File: src/csf_pkg.sv
// Purpose: Shared constants and types for the core status and accumulator datapath.
// Assumes: Registers are reached over classic Wishbone with 32-bit data.
// Notes: Register data sits in the low bits of each word.
`default_nettype none
package csf_pkg;
   // ----------------------------------------
   // Register map
   // ----------------------------------------
   localparam logic [7:0] ADR_ACCUM = 8'h00;
   localparam logic [7:0] ADR_PC_LO = 8'h04;
   localparam logic [7:0] ADR_PCH = 8'h08;
   localparam logic [7:0] ADR_PTR_LO = 8'h0c;
   localparam logic [7:0] ADR_PTR_HI = 8'h10;
   localparam logic [7:0] ADR_TBL_HI = 8'h14;
   localparam logic [7:0] ADR_STAT = 8'h18;
   localparam logic [7:0] ADR_CMD = 8'h1c;
   localparam logic [7:0] ADR_OPND = 8'h20;
   localparam logic [7:0] ADR_RES = 8'h24;
   localparam logic [7:0] ADR_TDAT = 8'h28;
   localparam logic [7:0] ADR_IRQ = 8'h2c;
   localparam logic [7:0] ADR_MASK = 8'h30;
   localparam logic [7:0] ADR_TLOW = 8'h34;
   // ----------------------------------------
   // Status field positions
   // ----------------------------------------
   localparam int B_C = 0;
   localparam int B_HC = 1;
   localparam int B_Z = 2;
   localparam int B_VF = 3;
   localparam int B_PWD = 4;
   localparam int B_TO = 5;
   localparam logic [7:0] STAT_WMASK = 8'h0f;
   // ----------------------------------------
   // Interrupt status bits
   // ----------------------------------------
   localparam int I_JMP = 0;
   localparam int I_TBL = 1;
   localparam int I_TO = 2;
   localparam int I_ZERO = 3;
   localparam logic [3:0] IRQ_RST = 4'h0;
   localparam logic [7:0] PCH_RST = 8'h00;
   // ----------------------------------------
   // Commands
   // ----------------------------------------
   typedef enum logic [3:0] {
      OP_NOP = 4'h0, OP_ADD = 4'h1, OP_SUB = 4'h2, OP_AND = 4'h3,
      OP_OR = 4'h4, OP_XOR = 4'h5, OP_RLC = 4'h6, OP_RRC = 4'h7,
      OP_MOVA = 4'h8, OP_MOVR = 4'h9, OP_TABRD = 4'ha, OP_HALT = 4'hb,
      OP_WD_CLEAR = 4'hc, OP_WD_EXPIRE = 4'hd
   } csf_op_t;
   typedef enum logic [1:0] {
      ST_RUN = 2'b00, ST_DUMMY = 2'b01
   } csf_state_t;
   typedef struct packed {
      logic signed_overflow_flag;
      logic z;
      logic half_carry_flag;
      logic c;
   } csf_aflags_t;
endpackage
`default_nettype wire

File: src/csf_core.sv
// Purpose: Accumulator, program counter low byte, table pointers and status flags.
// Assumes: One clock, Wishbone classic slave, commands issued by register writes.
// Notes: Commands arrive as register writes; each bus request gets one answer.
// Contract
// [RQ1] Every ALU result is stored in the working accumulator.
// [RQ2] Moves between user registers go through the accumulator only.
// [RQ3] Writing the pc low byte jumps within the current page, leaving the high bits.
// [RQ4] A pc low byte write inserts one dummy cycle before execution continues.
// [RQ5] Software loads the table pointers before a table read and may step them after.
// [RQ6] A table read puts the high byte of the fetched word into the table high register.
// [RQ7] The 8-bit status has bits 7 and 6 zero and the six flags in bits 5 down to 0.
// [RQ8] Status writes never change the time-out or power-down flags.
// [RQ9] Carry is set on add carry or subtract no-borrow, and rotates through carry update it.
// [RQ10] Half carry is set on low-nibble carry or no nibble borrow on subtract.
// [RQ11] Zero is set when an arithmetic or logical result is zero.
// [RQ12] Overflow is set when carry into the top bit differs from carry out of it.
// [RQ13] Power-down is cleared by power-up or watchdog clear and set only by halt.
// [RQ14] Time-out is cleared by power-up, watchdog clear or halt and set by a time-out.
// [RQ15] The status register is never saved automatically on interrupt or call.
// [RQ16] After reset time-out and power-down read zero; arithmetic flags are undefined.
`timescale 1ns/10ps
`default_nettype none
module csf_core (
   input wire logic clk,
   input wire logic sys_rst,
   input wire logic wb_cyc_i,
   input wire logic wb_stb_i,
   input wire logic wb_we_i,
   input wire logic [7:0] wb_adr_i,
   input wire logic [3:0] wb_sel_i,
   input wire logic [31:0] wb_dat_i,
   output logic [31:0] wb_dat_o,
   output logic wb_ack_o,
   output logic exec_stall,
   output logic irq
);
   import csf_pkg::*;

   logic [7:0] work_accumulator_ff;
   logic [7:0] pc_low_byte_ff;
   logic [7:0] pc_high_ff;
   logic [7:0] table_ptr_low_ff;
   logic [7:0] table_ptr_high_ff;
   logic [7:0] table_read_high_byte_ff;
   logic [7:0] table_low_ff;
   logic [7:0] operand_ff;
   logic [7:0] result_ff;
   logic [15:0] tdata_ff;
   csf_aflags_t aflags_ff;
   logic watchdog_expired_flag_ff;
   logic power_down_flag_ff;
   logic [3:0] irq_stat_ff;
   logic [3:0] irq_mask_ff;
   csf_state_t state_ff;
   logic wr;
   logic rd;
   logic cmd_go;
   csf_op_t op;
   logic [8:0] sum;
   logic [4:0] nib;
   logic [7:0] alu_res;
   logic alu_c;
   logic alu_hc;
   logic alu_vf;
   logic arith;
   logic logic_op;
   logic [3:0] irq_set;
   logic [7:0] status_rd;

   // ----------------------------------------
   // Bus decode
   // ----------------------------------------
   assign wr = wb_cyc_i && wb_stb_i && !wb_ack_o && wb_we_i && wb_sel_i[0];
   assign rd = wb_cyc_i && wb_stb_i && !wb_ack_o && !wb_we_i;
   assign cmd_go = wr && (wb_adr_i == ADR_CMD) && (state_ff == ST_RUN);
   assign op = csf_op_t'(wb_dat_i[3:0]);
   assign status_rd = {2'b00, watchdog_expired_flag_ff, power_down_flag_ff, aflags_ff}; // [RQ7]

   // ----------------------------------------
   // ALU
   // ----------------------------------------
   always_comb begin
      sum = 9'h000;
      nib = 5'h00;
      alu_res = 8'h00;
      alu_c = aflags_ff.c;
      alu_hc = aflags_ff.half_carry_flag;
      alu_vf = aflags_ff.signed_overflow_flag;
      arith = 1'b0;
      logic_op = 1'b0;
      case (op)
         OP_ADD: begin
            sum = {1'b0, work_accumulator_ff} + {1'b0, operand_ff};
            nib = {1'b0, work_accumulator_ff[3:0]} + {1'b0, operand_ff[3:0]};
            arith = 1'b1;
         end
         OP_SUB: begin
            sum = {1'b0, work_accumulator_ff} + {1'b0, ~operand_ff} + 9'h001;
            nib = {1'b0, work_accumulator_ff[3:0]} + {1'b0, ~operand_ff[3:0]} + 5'h01;
            arith = 1'b1;
         end
         OP_AND: begin
            alu_res = work_accumulator_ff & operand_ff;
            logic_op = 1'b1;
         end
         OP_OR: begin
            alu_res = work_accumulator_ff | operand_ff;
            logic_op = 1'b1;
         end
         OP_XOR: begin
            alu_res = work_accumulator_ff ^ operand_ff;
            logic_op = 1'b1;
         end
         OP_RLC: begin
            alu_res = {work_accumulator_ff[6:0], aflags_ff.c};
            alu_c = work_accumulator_ff[7]; // [RQ9]
         end
         OP_RRC: begin
            alu_res = {aflags_ff.c, work_accumulator_ff[7:1]};
            alu_c = work_accumulator_ff[0]; // [RQ9]
         end
         default: begin
            alu_res = 8'h00;
         end
      endcase
      if (arith) begin
         alu_res = sum[7:0];
         alu_c = sum[8]; // [RQ9]
         alu_hc = nib[4]; // [RQ10]
         alu_vf = sum[8] ^ (work_accumulator_ff[7] ^ operand_ff[7] ^ op[1] ^ sum[7]); // [RQ12]
      end
   end

   // ----------------------------------------
   // Accumulator and moves
   // ----------------------------------------
   always_ff @(posedge clk or posedge sys_rst) begin
      if (sys_rst) begin
         work_accumulator_ff <= 8'h00;
         result_ff <= 8'h00;
      end else if (wr && wb_adr_i == ADR_ACCUM) begin
         work_accumulator_ff <= wb_dat_i[7:0];
      end else if (cmd_go) begin
         if (arith || logic_op || op == OP_RLC || op == OP_RRC) begin
            work_accumulator_ff <= alu_res; // [RQ1]
         end else if (op == OP_MOVA) begin
            work_accumulator_ff <= operand_ff; // [RQ2]
         end else if (op == OP_MOVR) begin
            result_ff <= work_accumulator_ff; // [RQ2]
         end
      end
   end

   always_ff @(posedge clk or posedge sys_rst) begin
      if (sys_rst) begin
         operand_ff <= 8'h00;
         tdata_ff <= 16'h0000;
      end else if (wr && wb_adr_i == ADR_OPND) begin
         operand_ff <= wb_dat_i[7:0];
      end else if (wr && wb_adr_i == ADR_TDAT) begin
         tdata_ff <= wb_dat_i[15:0];
      end
   end

   // ----------------------------------------
   // Program counter and dummy cycle
   // ----------------------------------------
   always_ff @(posedge clk or posedge sys_rst) begin
      if (sys_rst) begin
         pc_low_byte_ff <= 8'h00;
         pc_high_ff <= PCH_RST;
      end else if (wr && wb_adr_i == ADR_PC_LO && state_ff == ST_RUN) begin
         pc_low_byte_ff <= wb_dat_i[7:0]; // [RQ3]
      end else if (wr && wb_adr_i == ADR_PCH) begin
         pc_high_ff <= wb_dat_i[7:0];
      end
   end

   always_ff @(posedge clk or posedge sys_rst) begin
      if (sys_rst) begin
         state_ff <= ST_RUN;
         exec_stall <= 1'b0;
      end else if (wr && wb_adr_i == ADR_PC_LO && state_ff == ST_RUN) begin
         state_ff <= ST_DUMMY; // [RQ4]
         exec_stall <= 1'b1;
      end else begin
         state_ff <= ST_RUN;
         exec_stall <= 1'b0;
      end
   end

   // ----------------------------------------
   // Table read
   // ----------------------------------------
   always_ff @(posedge clk or posedge sys_rst) begin
      if (sys_rst) begin
         table_ptr_low_ff <= 8'h00;
         table_ptr_high_ff <= 8'h00;
         table_read_high_byte_ff <= 8'h00;
         table_low_ff <= 8'h00;
      end else if (wr && wb_adr_i == ADR_PTR_LO) begin
         table_ptr_low_ff <= wb_dat_i[7:0]; // [RQ5]
      end else if (wr && wb_adr_i == ADR_PTR_HI) begin
         table_ptr_high_ff <= wb_dat_i[7:0]; // [RQ5]
      end else if (cmd_go && op == OP_TABRD) begin
         table_read_high_byte_ff <= tdata_ff[15:8]; // [RQ6]
         table_low_ff <= tdata_ff[7:0];
      end
   end

   // ----------------------------------------
   // Status flags
   // ----------------------------------------
   always_ff @(posedge clk or posedge sys_rst) begin
      if (sys_rst) begin
         aflags_ff <= '0; // [RQ16]
      end else if (wr && wb_adr_i == ADR_STAT) begin
         aflags_ff <= csf_aflags_t'(wb_dat_i[3:0] & STAT_WMASK[3:0]); // [RQ8]
      end else if (cmd_go && (arith || logic_op || op == OP_RLC || op == OP_RRC)) begin
         aflags_ff.c <= alu_c;
         aflags_ff.half_carry_flag <= alu_hc;
         aflags_ff.signed_overflow_flag <= alu_vf;
         if (arith || logic_op) begin
            aflags_ff.z <= (alu_res == 8'h00); // [RQ11]
         end
      end
   end

   // The system flags ignore status writes; no save happens on call or interrupt. [RQ15]
   always_ff @(posedge clk or posedge sys_rst) begin
      if (sys_rst) begin
         power_down_flag_ff <= 1'b0; // [RQ16]
         watchdog_expired_flag_ff <= 1'b0;
      end else if (cmd_go) begin
         if (op == OP_WD_CLEAR) begin
            power_down_flag_ff <= 1'b0; // [RQ13]
            watchdog_expired_flag_ff <= 1'b0; // [RQ14]
         end else if (op == OP_HALT) begin
            power_down_flag_ff <= 1'b1; // [RQ13]
            watchdog_expired_flag_ff <= 1'b0; // [RQ14]
         end else if (op == OP_WD_EXPIRE) begin
            watchdog_expired_flag_ff <= 1'b1; // [RQ14]
         end
      end
   end

   // ----------------------------------------
   // Interrupts
   // ----------------------------------------
   assign irq_set = {cmd_go && arith && sum[7:0] == 8'h00,
                     cmd_go && op == OP_WD_EXPIRE,
                     cmd_go && op == OP_TABRD,
                     state_ff == ST_DUMMY};

   always_ff @(posedge clk or posedge sys_rst) begin
      if (sys_rst) begin
         irq_stat_ff <= IRQ_RST;
      end else if (wr && wb_adr_i == ADR_IRQ) begin
         irq_stat_ff <= (irq_stat_ff & ~wb_dat_i[3:0]) | irq_set;
      end else begin
         irq_stat_ff <= irq_stat_ff | irq_set;
      end
   end

   always_ff @(posedge clk or posedge sys_rst) begin
      if (sys_rst) begin
         irq_mask_ff <= IRQ_RST;
         irq <= 1'b0;
      end else begin
         if (wr && wb_adr_i == ADR_MASK) begin
            irq_mask_ff <= wb_dat_i[3:0];
         end
         irq <= |(irq_stat_ff & irq_mask_ff);
      end
   end

   // ----------------------------------------
   // Bus answer
   // ----------------------------------------
   always_ff @(posedge clk or posedge sys_rst) begin
      if (sys_rst) begin
         wb_ack_o <= 1'b0;
         wb_dat_o <= 32'h00000000;
      end else begin
         wb_ack_o <= wb_cyc_i && wb_stb_i && !wb_ack_o;
         wb_dat_o <= 32'h00000000;
         if (rd) begin
            if (wb_adr_i == ADR_ACCUM) begin
               wb_dat_o <= {24'h000000, work_accumulator_ff};
            end else if (wb_adr_i == ADR_PC_LO) begin
               wb_dat_o <= {24'h000000, pc_low_byte_ff};
            end else if (wb_adr_i == ADR_PCH) begin
               wb_dat_o <= {24'h000000, pc_high_ff};
            end else if (wb_adr_i == ADR_PTR_LO) begin
               wb_dat_o <= {24'h000000, table_ptr_low_ff};
            end else if (wb_adr_i == ADR_PTR_HI) begin
               wb_dat_o <= {24'h000000, table_ptr_high_ff};
            end else if (wb_adr_i == ADR_TBL_HI) begin
               wb_dat_o <= {24'h000000, table_read_high_byte_ff};
            end else if (wb_adr_i == ADR_STAT) begin
               wb_dat_o <= {24'h000000, status_rd};
            end else if (wb_adr_i == ADR_OPND) begin
               wb_dat_o <= {24'h000000, operand_ff};
            end else if (wb_adr_i == ADR_RES) begin
               wb_dat_o <= {24'h000000, result_ff};
            end else if (wb_adr_i == ADR_TDAT) begin
               wb_dat_o <= {16'h0000, tdata_ff};
            end else if (wb_adr_i == ADR_IRQ) begin
               wb_dat_o <= {28'h0000000, irq_stat_ff};
            end else if (wb_adr_i == ADR_MASK) begin
               wb_dat_o <= {28'h0000000, irq_mask_ff};
            end else if (wb_adr_i == ADR_TLOW) begin
               wb_dat_o <= {24'h000000, table_low_ff};
            end
         end
      end
   end
endmodule
`default_nettype wire

File: config.mk
export PLATFORM = sky130hd
export DESIGN_NAME = csf_core
export DESIGN_NICKNAME = d
export VERILOG_FILES = /design/src/csf_pkg.sv /design/src/csf_core.sv
export SDC_FILE = /design/constraint.sdc
export NUM_CORES = 1
export LEC_CHECK = 0
export ABC_AREA = 1
export BUFFER_PORTS_ARGS = -buffer_cell sky130_fd_sc_hd__buf_2
export CAP_MARGIN = 5
export CORE_MARGIN = 2
export CORE_UTILIZATION = 48
export DETAILED_ROUTE_END_ITERATION = 10
export MAX_ROUTING_LAYER = met4
export PLACE_DENSITY_LB_ADDON = 0.25
export SLEW_MARGIN = 20
export SYNTH_ARGS = -nofsm -noshare
export SYNTH_HDL_FRONTEND = slang
export SYNTH_SLANG_ARGS = --single-unit
File: constraint.sdc
create_clock -name clk -period 4.2 [get_ports clk]
set_input_delay 0.42 -clock clk [delete_from_list [all_inputs] [get_ports clk]]
set_output_delay 0.42 -clock clk [all_outputs]
set_load 0.05 [all_outputs]
# Word-level counts from Yosys, hierarchy flattened
# Index checks and enable logic that the tools add are counted.
# op_classes
add_sub_neg	6
mul	0
div	0
n_lt_le_gt_ge	0
eq_ne	27
n_shift	0
n_mux	39
bitwise_logic	21
n_reduce_logical	54
# ops
cell	count
16-bit two-way mux	11
8-bit two-way mux	8
8-bit by 6-bit equality test with 1-bit output, second input constant	6
8-bit one-hot mux with 5 select lines	1
8-bit by 5-bit equality test with 1-bit output, second input constant	4
4-bit equality test, second input constant	6
8-bit zero test	3
1-bit logical AND	23
8-bit by 8-bit adder with 9-bit output	2
9-bit one-hot mux with 2 select lines	1
2-bit AND reduction	9
4-bit by 3-bit equality test with 1-bit output, second input constant	4
8-bit by 4-bit equality test with 1-bit output, second input constant	2
1-bit two-way mux	13
4-bit two-way mux	3
4-bit by 4-bit adder with 5-bit output	2
5-bit one-hot mux with 2 select lines	1
2-bit nonzero test	5
9-bit by 1-bit adder with 9-bit output, second input constant	1
4-bit bitwise AND	2
8-bit bitwise AND	1
4-bit by 2-bit equality test with 1-bit output, second input constant	2
8-bit by 3-bit equality test with 1-bit output, second input constant	1
4-bit NOT	2
20 further kinds	34
# totals
regBits	139
latchBits	0
mem_bits_rw	0
romBits	0
wordCells	170
memories	0

# Depth between registers and ports, before layout
# logic_depth
word_depth	15
mapped_depth	18
ltp_nobuf	17

# Worst setup path after synthesis
# Ideal clock, no wire load.
# synth_timing
path_kind	reg2reg
start	register work_accumulator_ff[0]
end	register aflags_ff[3] (netlist bit)
arrival_time_ns	1.953
slack_ns	2.131
path_stages_with_launch	17
path_buffers	0
path_cell_list	dfrtp_1 > inv_1 > ha_1 > fa_1 > inv_1 > nand3_1 > nand2_1 > nand4_1 > nand3_1 > nand2_1 > nand2_1 > xor2_1 > inv_1 > nand2_1 > nand2_1 > nand2_1 > nand2_1
# synth_via
elab_chain_len	8
# synth_rtl
item	line	text
from (decl)	csf_core.sv:39	logic [7:0] work_accumulator_ff;
from (signal assigned)	csf_core.sv:142	work_accumulator_ff <= wb_dat_i[7:0];
from (signal assigned)	csf_core.sv:145	work_accumulator_ff <= alu_res;
from (signal assigned)	csf_core.sv:147	work_accumulator_ff <= operand_ff;
8-bit by 8-bit adder with 9-bit output	csf_core.sv:98	sum = {1'b0, work_accumulator_ff} + {1'b0, ~operand_ff} + 9'h001;
9-bit by 1-bit adder with 9-bit output	csf_core.sv:98	
9-bit one-hot mux with 2 select lines (*)	csf_core.sv:91	case (op)
1-bit XOR	csf_core.sv:130	alu_vf = sum[8] ^ (work_accumulator_ff[7] ^ operand_ff[7] ^ op[1] ^ sum[7]);
1-bit XOR (*)	csf_core.sv:130	
1-bit two-way mux (*)	csf_core.sv:126	if (arith) begin
4-bit two-way mux (*)	csf_core.sv:219	end else if (cmd_go && (arith || logic_op || op == OP_RLC || op == OP_RRC)) begin
4-bit two-way mux (*)	csf_core.sv:217	end else if (wr && wb_adr_i == ADR_STAT) begin
to (signal assigned)	csf_core.sv:218	aflags_ff <= csf_aflags_t'(wb_dat_i[3:0] & STAT_WMASK[3:0]);
to (decl)	csf_core.sv:49	csf_aflags_t aflags_ff;
# Every way passes the cells marked *; elsewhere a longest branch is shown, timed or not. The select of a mux whose other input is x is not followed.
# A chain may end at the register's enable or synchronous reset.

# Worst setup path in the final report
# layout_timing
start	register operand_ff[0]
end	register aflags_ff[3] (netlist bit)
# layout_via
elab_chain_len	9
# layout_rtl
item	line	text
from (decl)	csf_core.sv:46	logic [7:0] operand_ff;
from (signal assigned)	csf_core.sv:159	operand_ff <= wb_dat_i[7:0];
8-bit NOT	csf_core.sv:98	
8-bit by 8-bit adder with 9-bit output	csf_core.sv:98	
9-bit by 1-bit adder with 9-bit output	csf_core.sv:98	
9-bit one-hot mux with 2 select lines (*)	csf_core.sv:91	
1-bit XOR	csf_core.sv:130	
1-bit XOR (*)	csf_core.sv:130	
1-bit two-way mux (*)	csf_core.sv:126	
4-bit two-way mux (*)	csf_core.sv:219	
4-bit two-way mux (*)	csf_core.sv:217	
# Marked as above.

==> qor.txt <==
Port bufs - 48
Final WL - 20.2 mm
VDD IR max - 0.000344 V
Logic pwr share - 7.2%
Fin. max-slew vios - 0
I/O pins - 84
Sequential fraction of the synthesis area - 42.6%
Placer Congestion - 0.961
Cts repair resizes - 0
EDFF count, synth - 0
Initial antenna violation count - 0
Synth top area share - 42.6%
R2R setup slack - 1.69 ns
DR vias - 6352
Max_slew headroom - 42.4%
CTS tree - yes
Clock Sinks - 121
WS Path Type - flop to flop
Status - complete, no violations
Cell area power density - 352 nW/um^2
RSZ-0062 raised after global routing - false
Startpoint types - flop
Largest net degree at the start of global routing - 67
Final Hold Viols - 0
FMAX - 398 MHz
Max incr delay on CP - 0.51 ns
Sw power - 701 uW
Final setup violation count - 0
Worst-Skew Late Latency - 0.42 ns
Site Rows - 44
Crit-path slowest cell - dfrtp_1
Top FF cell, synth - dfrtp_1
Arrival @ worst endpoint - 2.82 ns
Crit-path max FO - 6
Leak - 0.00394 uW
Area leader, netlist - dfrtp_1
Congestion Overflow GR - 0
Layout cells sized above 1 - 15.3%
Reg2reg start - operand_ff[0]
CTS HTree Levels - 4
Number of diodes - 0
Ys Warns - 0
Netlist Area Pre-Place - 7110 um^2
Most used cell, CP - nand2_1
Synth top area cells - dfrtp_1, nand2_1, inv_1, o21ai_1, ha_1
Aggregate global-route resource usage - 27.2%
P&R area growth vs syn - 12.6%
Design area - 8000 um^2
Slew at the pin closest to its max-slew limit - 0.858 ns
Hpwl dp - 14.8 mm
Root buffer cell - clkbuf_16
Clock power share - 51.0%
Max-cap viol count - 0
Internal power - 2120 uW
Final-stage net count - 1039
Final Cycle Share - 59.8%
Area after DPL - 7420 um^2
Share of synthesized flip-flops with an asynchronous set or reset - 100%
Post-CTS Setup Bufs - 0
Avg Cell Area, Syn - 7.74 um^2
1st-iter DRT viols - 563
Filler cell count - 1378
Drt via density - 5.47
Clk slew on worst S/H paths - 0.06 ns
Sequential Power Share - 41.8%
Die ar. - 15800 um^2
Min Clock Period, post-route - 2.51 ns
First-pass GRT wire length - 32.7 mm
Sequential cell area - 3030 um^2
Drt pass-1 iters - 5
Routed Antenna Nets - 0
Worst Hold Class - primary input to async pin
Post-route DRC - 0
Worst Setup End Kind - flop
Multi-input gate area - 3450 um^2
Post-synthesis instance total - 919
RR Endpoint - aflags_ff[3]
Final setup TNS - 0 ns
Initial Utilization - 49.1%
Vias in the first global route - 5940
Clk buf depth - 2
Post-synthesis cell type count - 47
Wire per inst - 17.4 um
Switching power share of the total - 24.9%
CTS Buf Count - 17
DIE HEIGHT - 126 um
Core box area - 14500 um^2
R2r worst-path depth - 16
Crit path required time - 4.51 ns
CTS Hold Buffers Added - 0
Clk_skew - 0.0105 ns
Die Width - 126 um
Yosys reg bits - 121
Critical path cell sequence - ha_1, inv_1, fa_1, inv_1, nand3_1, nand2_1, nand4_1, nand3_1, nand2_1, nand2_1, xor2_1, inv_1, nand2_1, nand2_1, nand2_1, nand2_1
Yosys cell counts, types with 3 or more instances:
cell and n:
inv_2 22, nand2_4 3, nand3b_1 3, dfrtp_1 121, nand2_1 225, nor2_2 13, o21ai_0 42, nand3_1 51
nor2_4 6, o21ai_1 66, nor2_1 54, buf_4 17, nand2_2 7, a21oi_1 48, o22ai_1 13, nor3_1 14
buf_2 11, nand4_1 25, ha_1 24, inv_1 91, o211ai_1 11, o221ai_1 8, clkbuf_1 10
routing by layer:
metal,up-vias,GRT usage [%],wire length [um]
li1,3092,-,-
met1,3020,38.2,9510
met2,224,41.3,9340
met3,16,5.35,1230
met4,0,6.14,158
met5,-,-,0
kinds of logic after synthesis:
kind of cell             Yosys count  synth area share [%]
adder cells (fa/ha/maj)           26                  4.79
buffers and inverters            156                  9.66
AND/OR/NAND/NOR                  413                  26.9
flip-flops                       121                  42.6
other                              1                0.0527
XOR/XNOR                           2                 0.246
multiplexers                       2                 0.370
AO/OA/AOI/OAI                    198                  15.4
final cells by class:
cell class / count / area share [%]
sequential: 121 / 37.8
clock inverter: 11 / 1.53
multi-input combinational: 657 / 43.1
timing repair buffer: 51 / 3.28
inverter: 116 / 5.58
clock buffer: 21 / 5.75
tap: 184 / 2.88
power groups by stage:
stage / registers [uW] / clock network (uW) / logic [uW]
global route: 1180 / 1510 / 224
global placement: 1200 / 0 / 200
finish: 1180 / 1440 / 203
detailed placement: 1200 / 0 / 202
floorplan: 1200 / 0 / 153
CTS: 1180 / 1450 / 202
flip-flops by register name, indices dropped and copies added (netlist names), 4 cells and up:
register                 flops
table_low_ff                 8
tdata_ff                    16
table_read_high_byte_ff      8
wb_dat_o                    16
work_accumulator_ff          8
operand_ff                   8
result_ff                    8
table_ptr_low_ff             8
aflags_ff                    4
pc_low_byte_ff               8
table_ptr_high_ff            8
irq_stat_ff                  4
irq_mask_ff                  4
pc_high_ff                   8
worst max-delay path: cells and delay by family (launching register included):
family | cells | cell delay [ns]
buffers and inverters | 3 | 0.26
AND/OR/NAND/NOR | 10 | 0.77
XOR/XNOR | 1 | 0.19
flip-flops | 1 | 0.51
adder cells (fa/ha/maj) | 2 | 0.67
worst max-delay path by stage:
stage                             start      endpoint  cells past startpoint
after floorplan                 sys_rst  aflags_ff[0]                      1
after global placement    operand_ff[0]  aflags_ff[3]                     16
after detailed placement  operand_ff[0]  aflags_ff[3]                     16
after CTS                 operand_ff[0]  aflags_ff[3]                     16
after global routing      operand_ff[0]  aflags_ff[3]                     16
final                     operand_ff[0]  aflags_ff[3]                     16
through the flow:
step,setup slack (ns),total power (uW),utilization (%),std cells,hold slack [ns]
detailed placement,1.74,1400,51.2,1129,0.439
floorplan,0.566,1350,-,934,0.449
global placement,1.75,1400,51.2,1129,0.439
global route,1.41,2910,55.3,1161,0.229
CTS,1.73,2830,55.3,1161,0.201
finish,1.69,2820,55.3,1161,0.162
cell usage in the layout, fill, tap and decap left out, types with 16 or more instances in the layout:
cell type / n
inv_2: 22
nor2_1: 54
inv_1: 90
nand3_1: 51
o21ai_1: 66
nand4_1: 25
o21ai_0: 42
ha_1: 24
clkbuf_16: 17
conb_1: 16
nand2_1: 224
dfrtp_1: 121
buf_2: 48
a21oi_1: 48
Power figures use the tool's default switching activity.
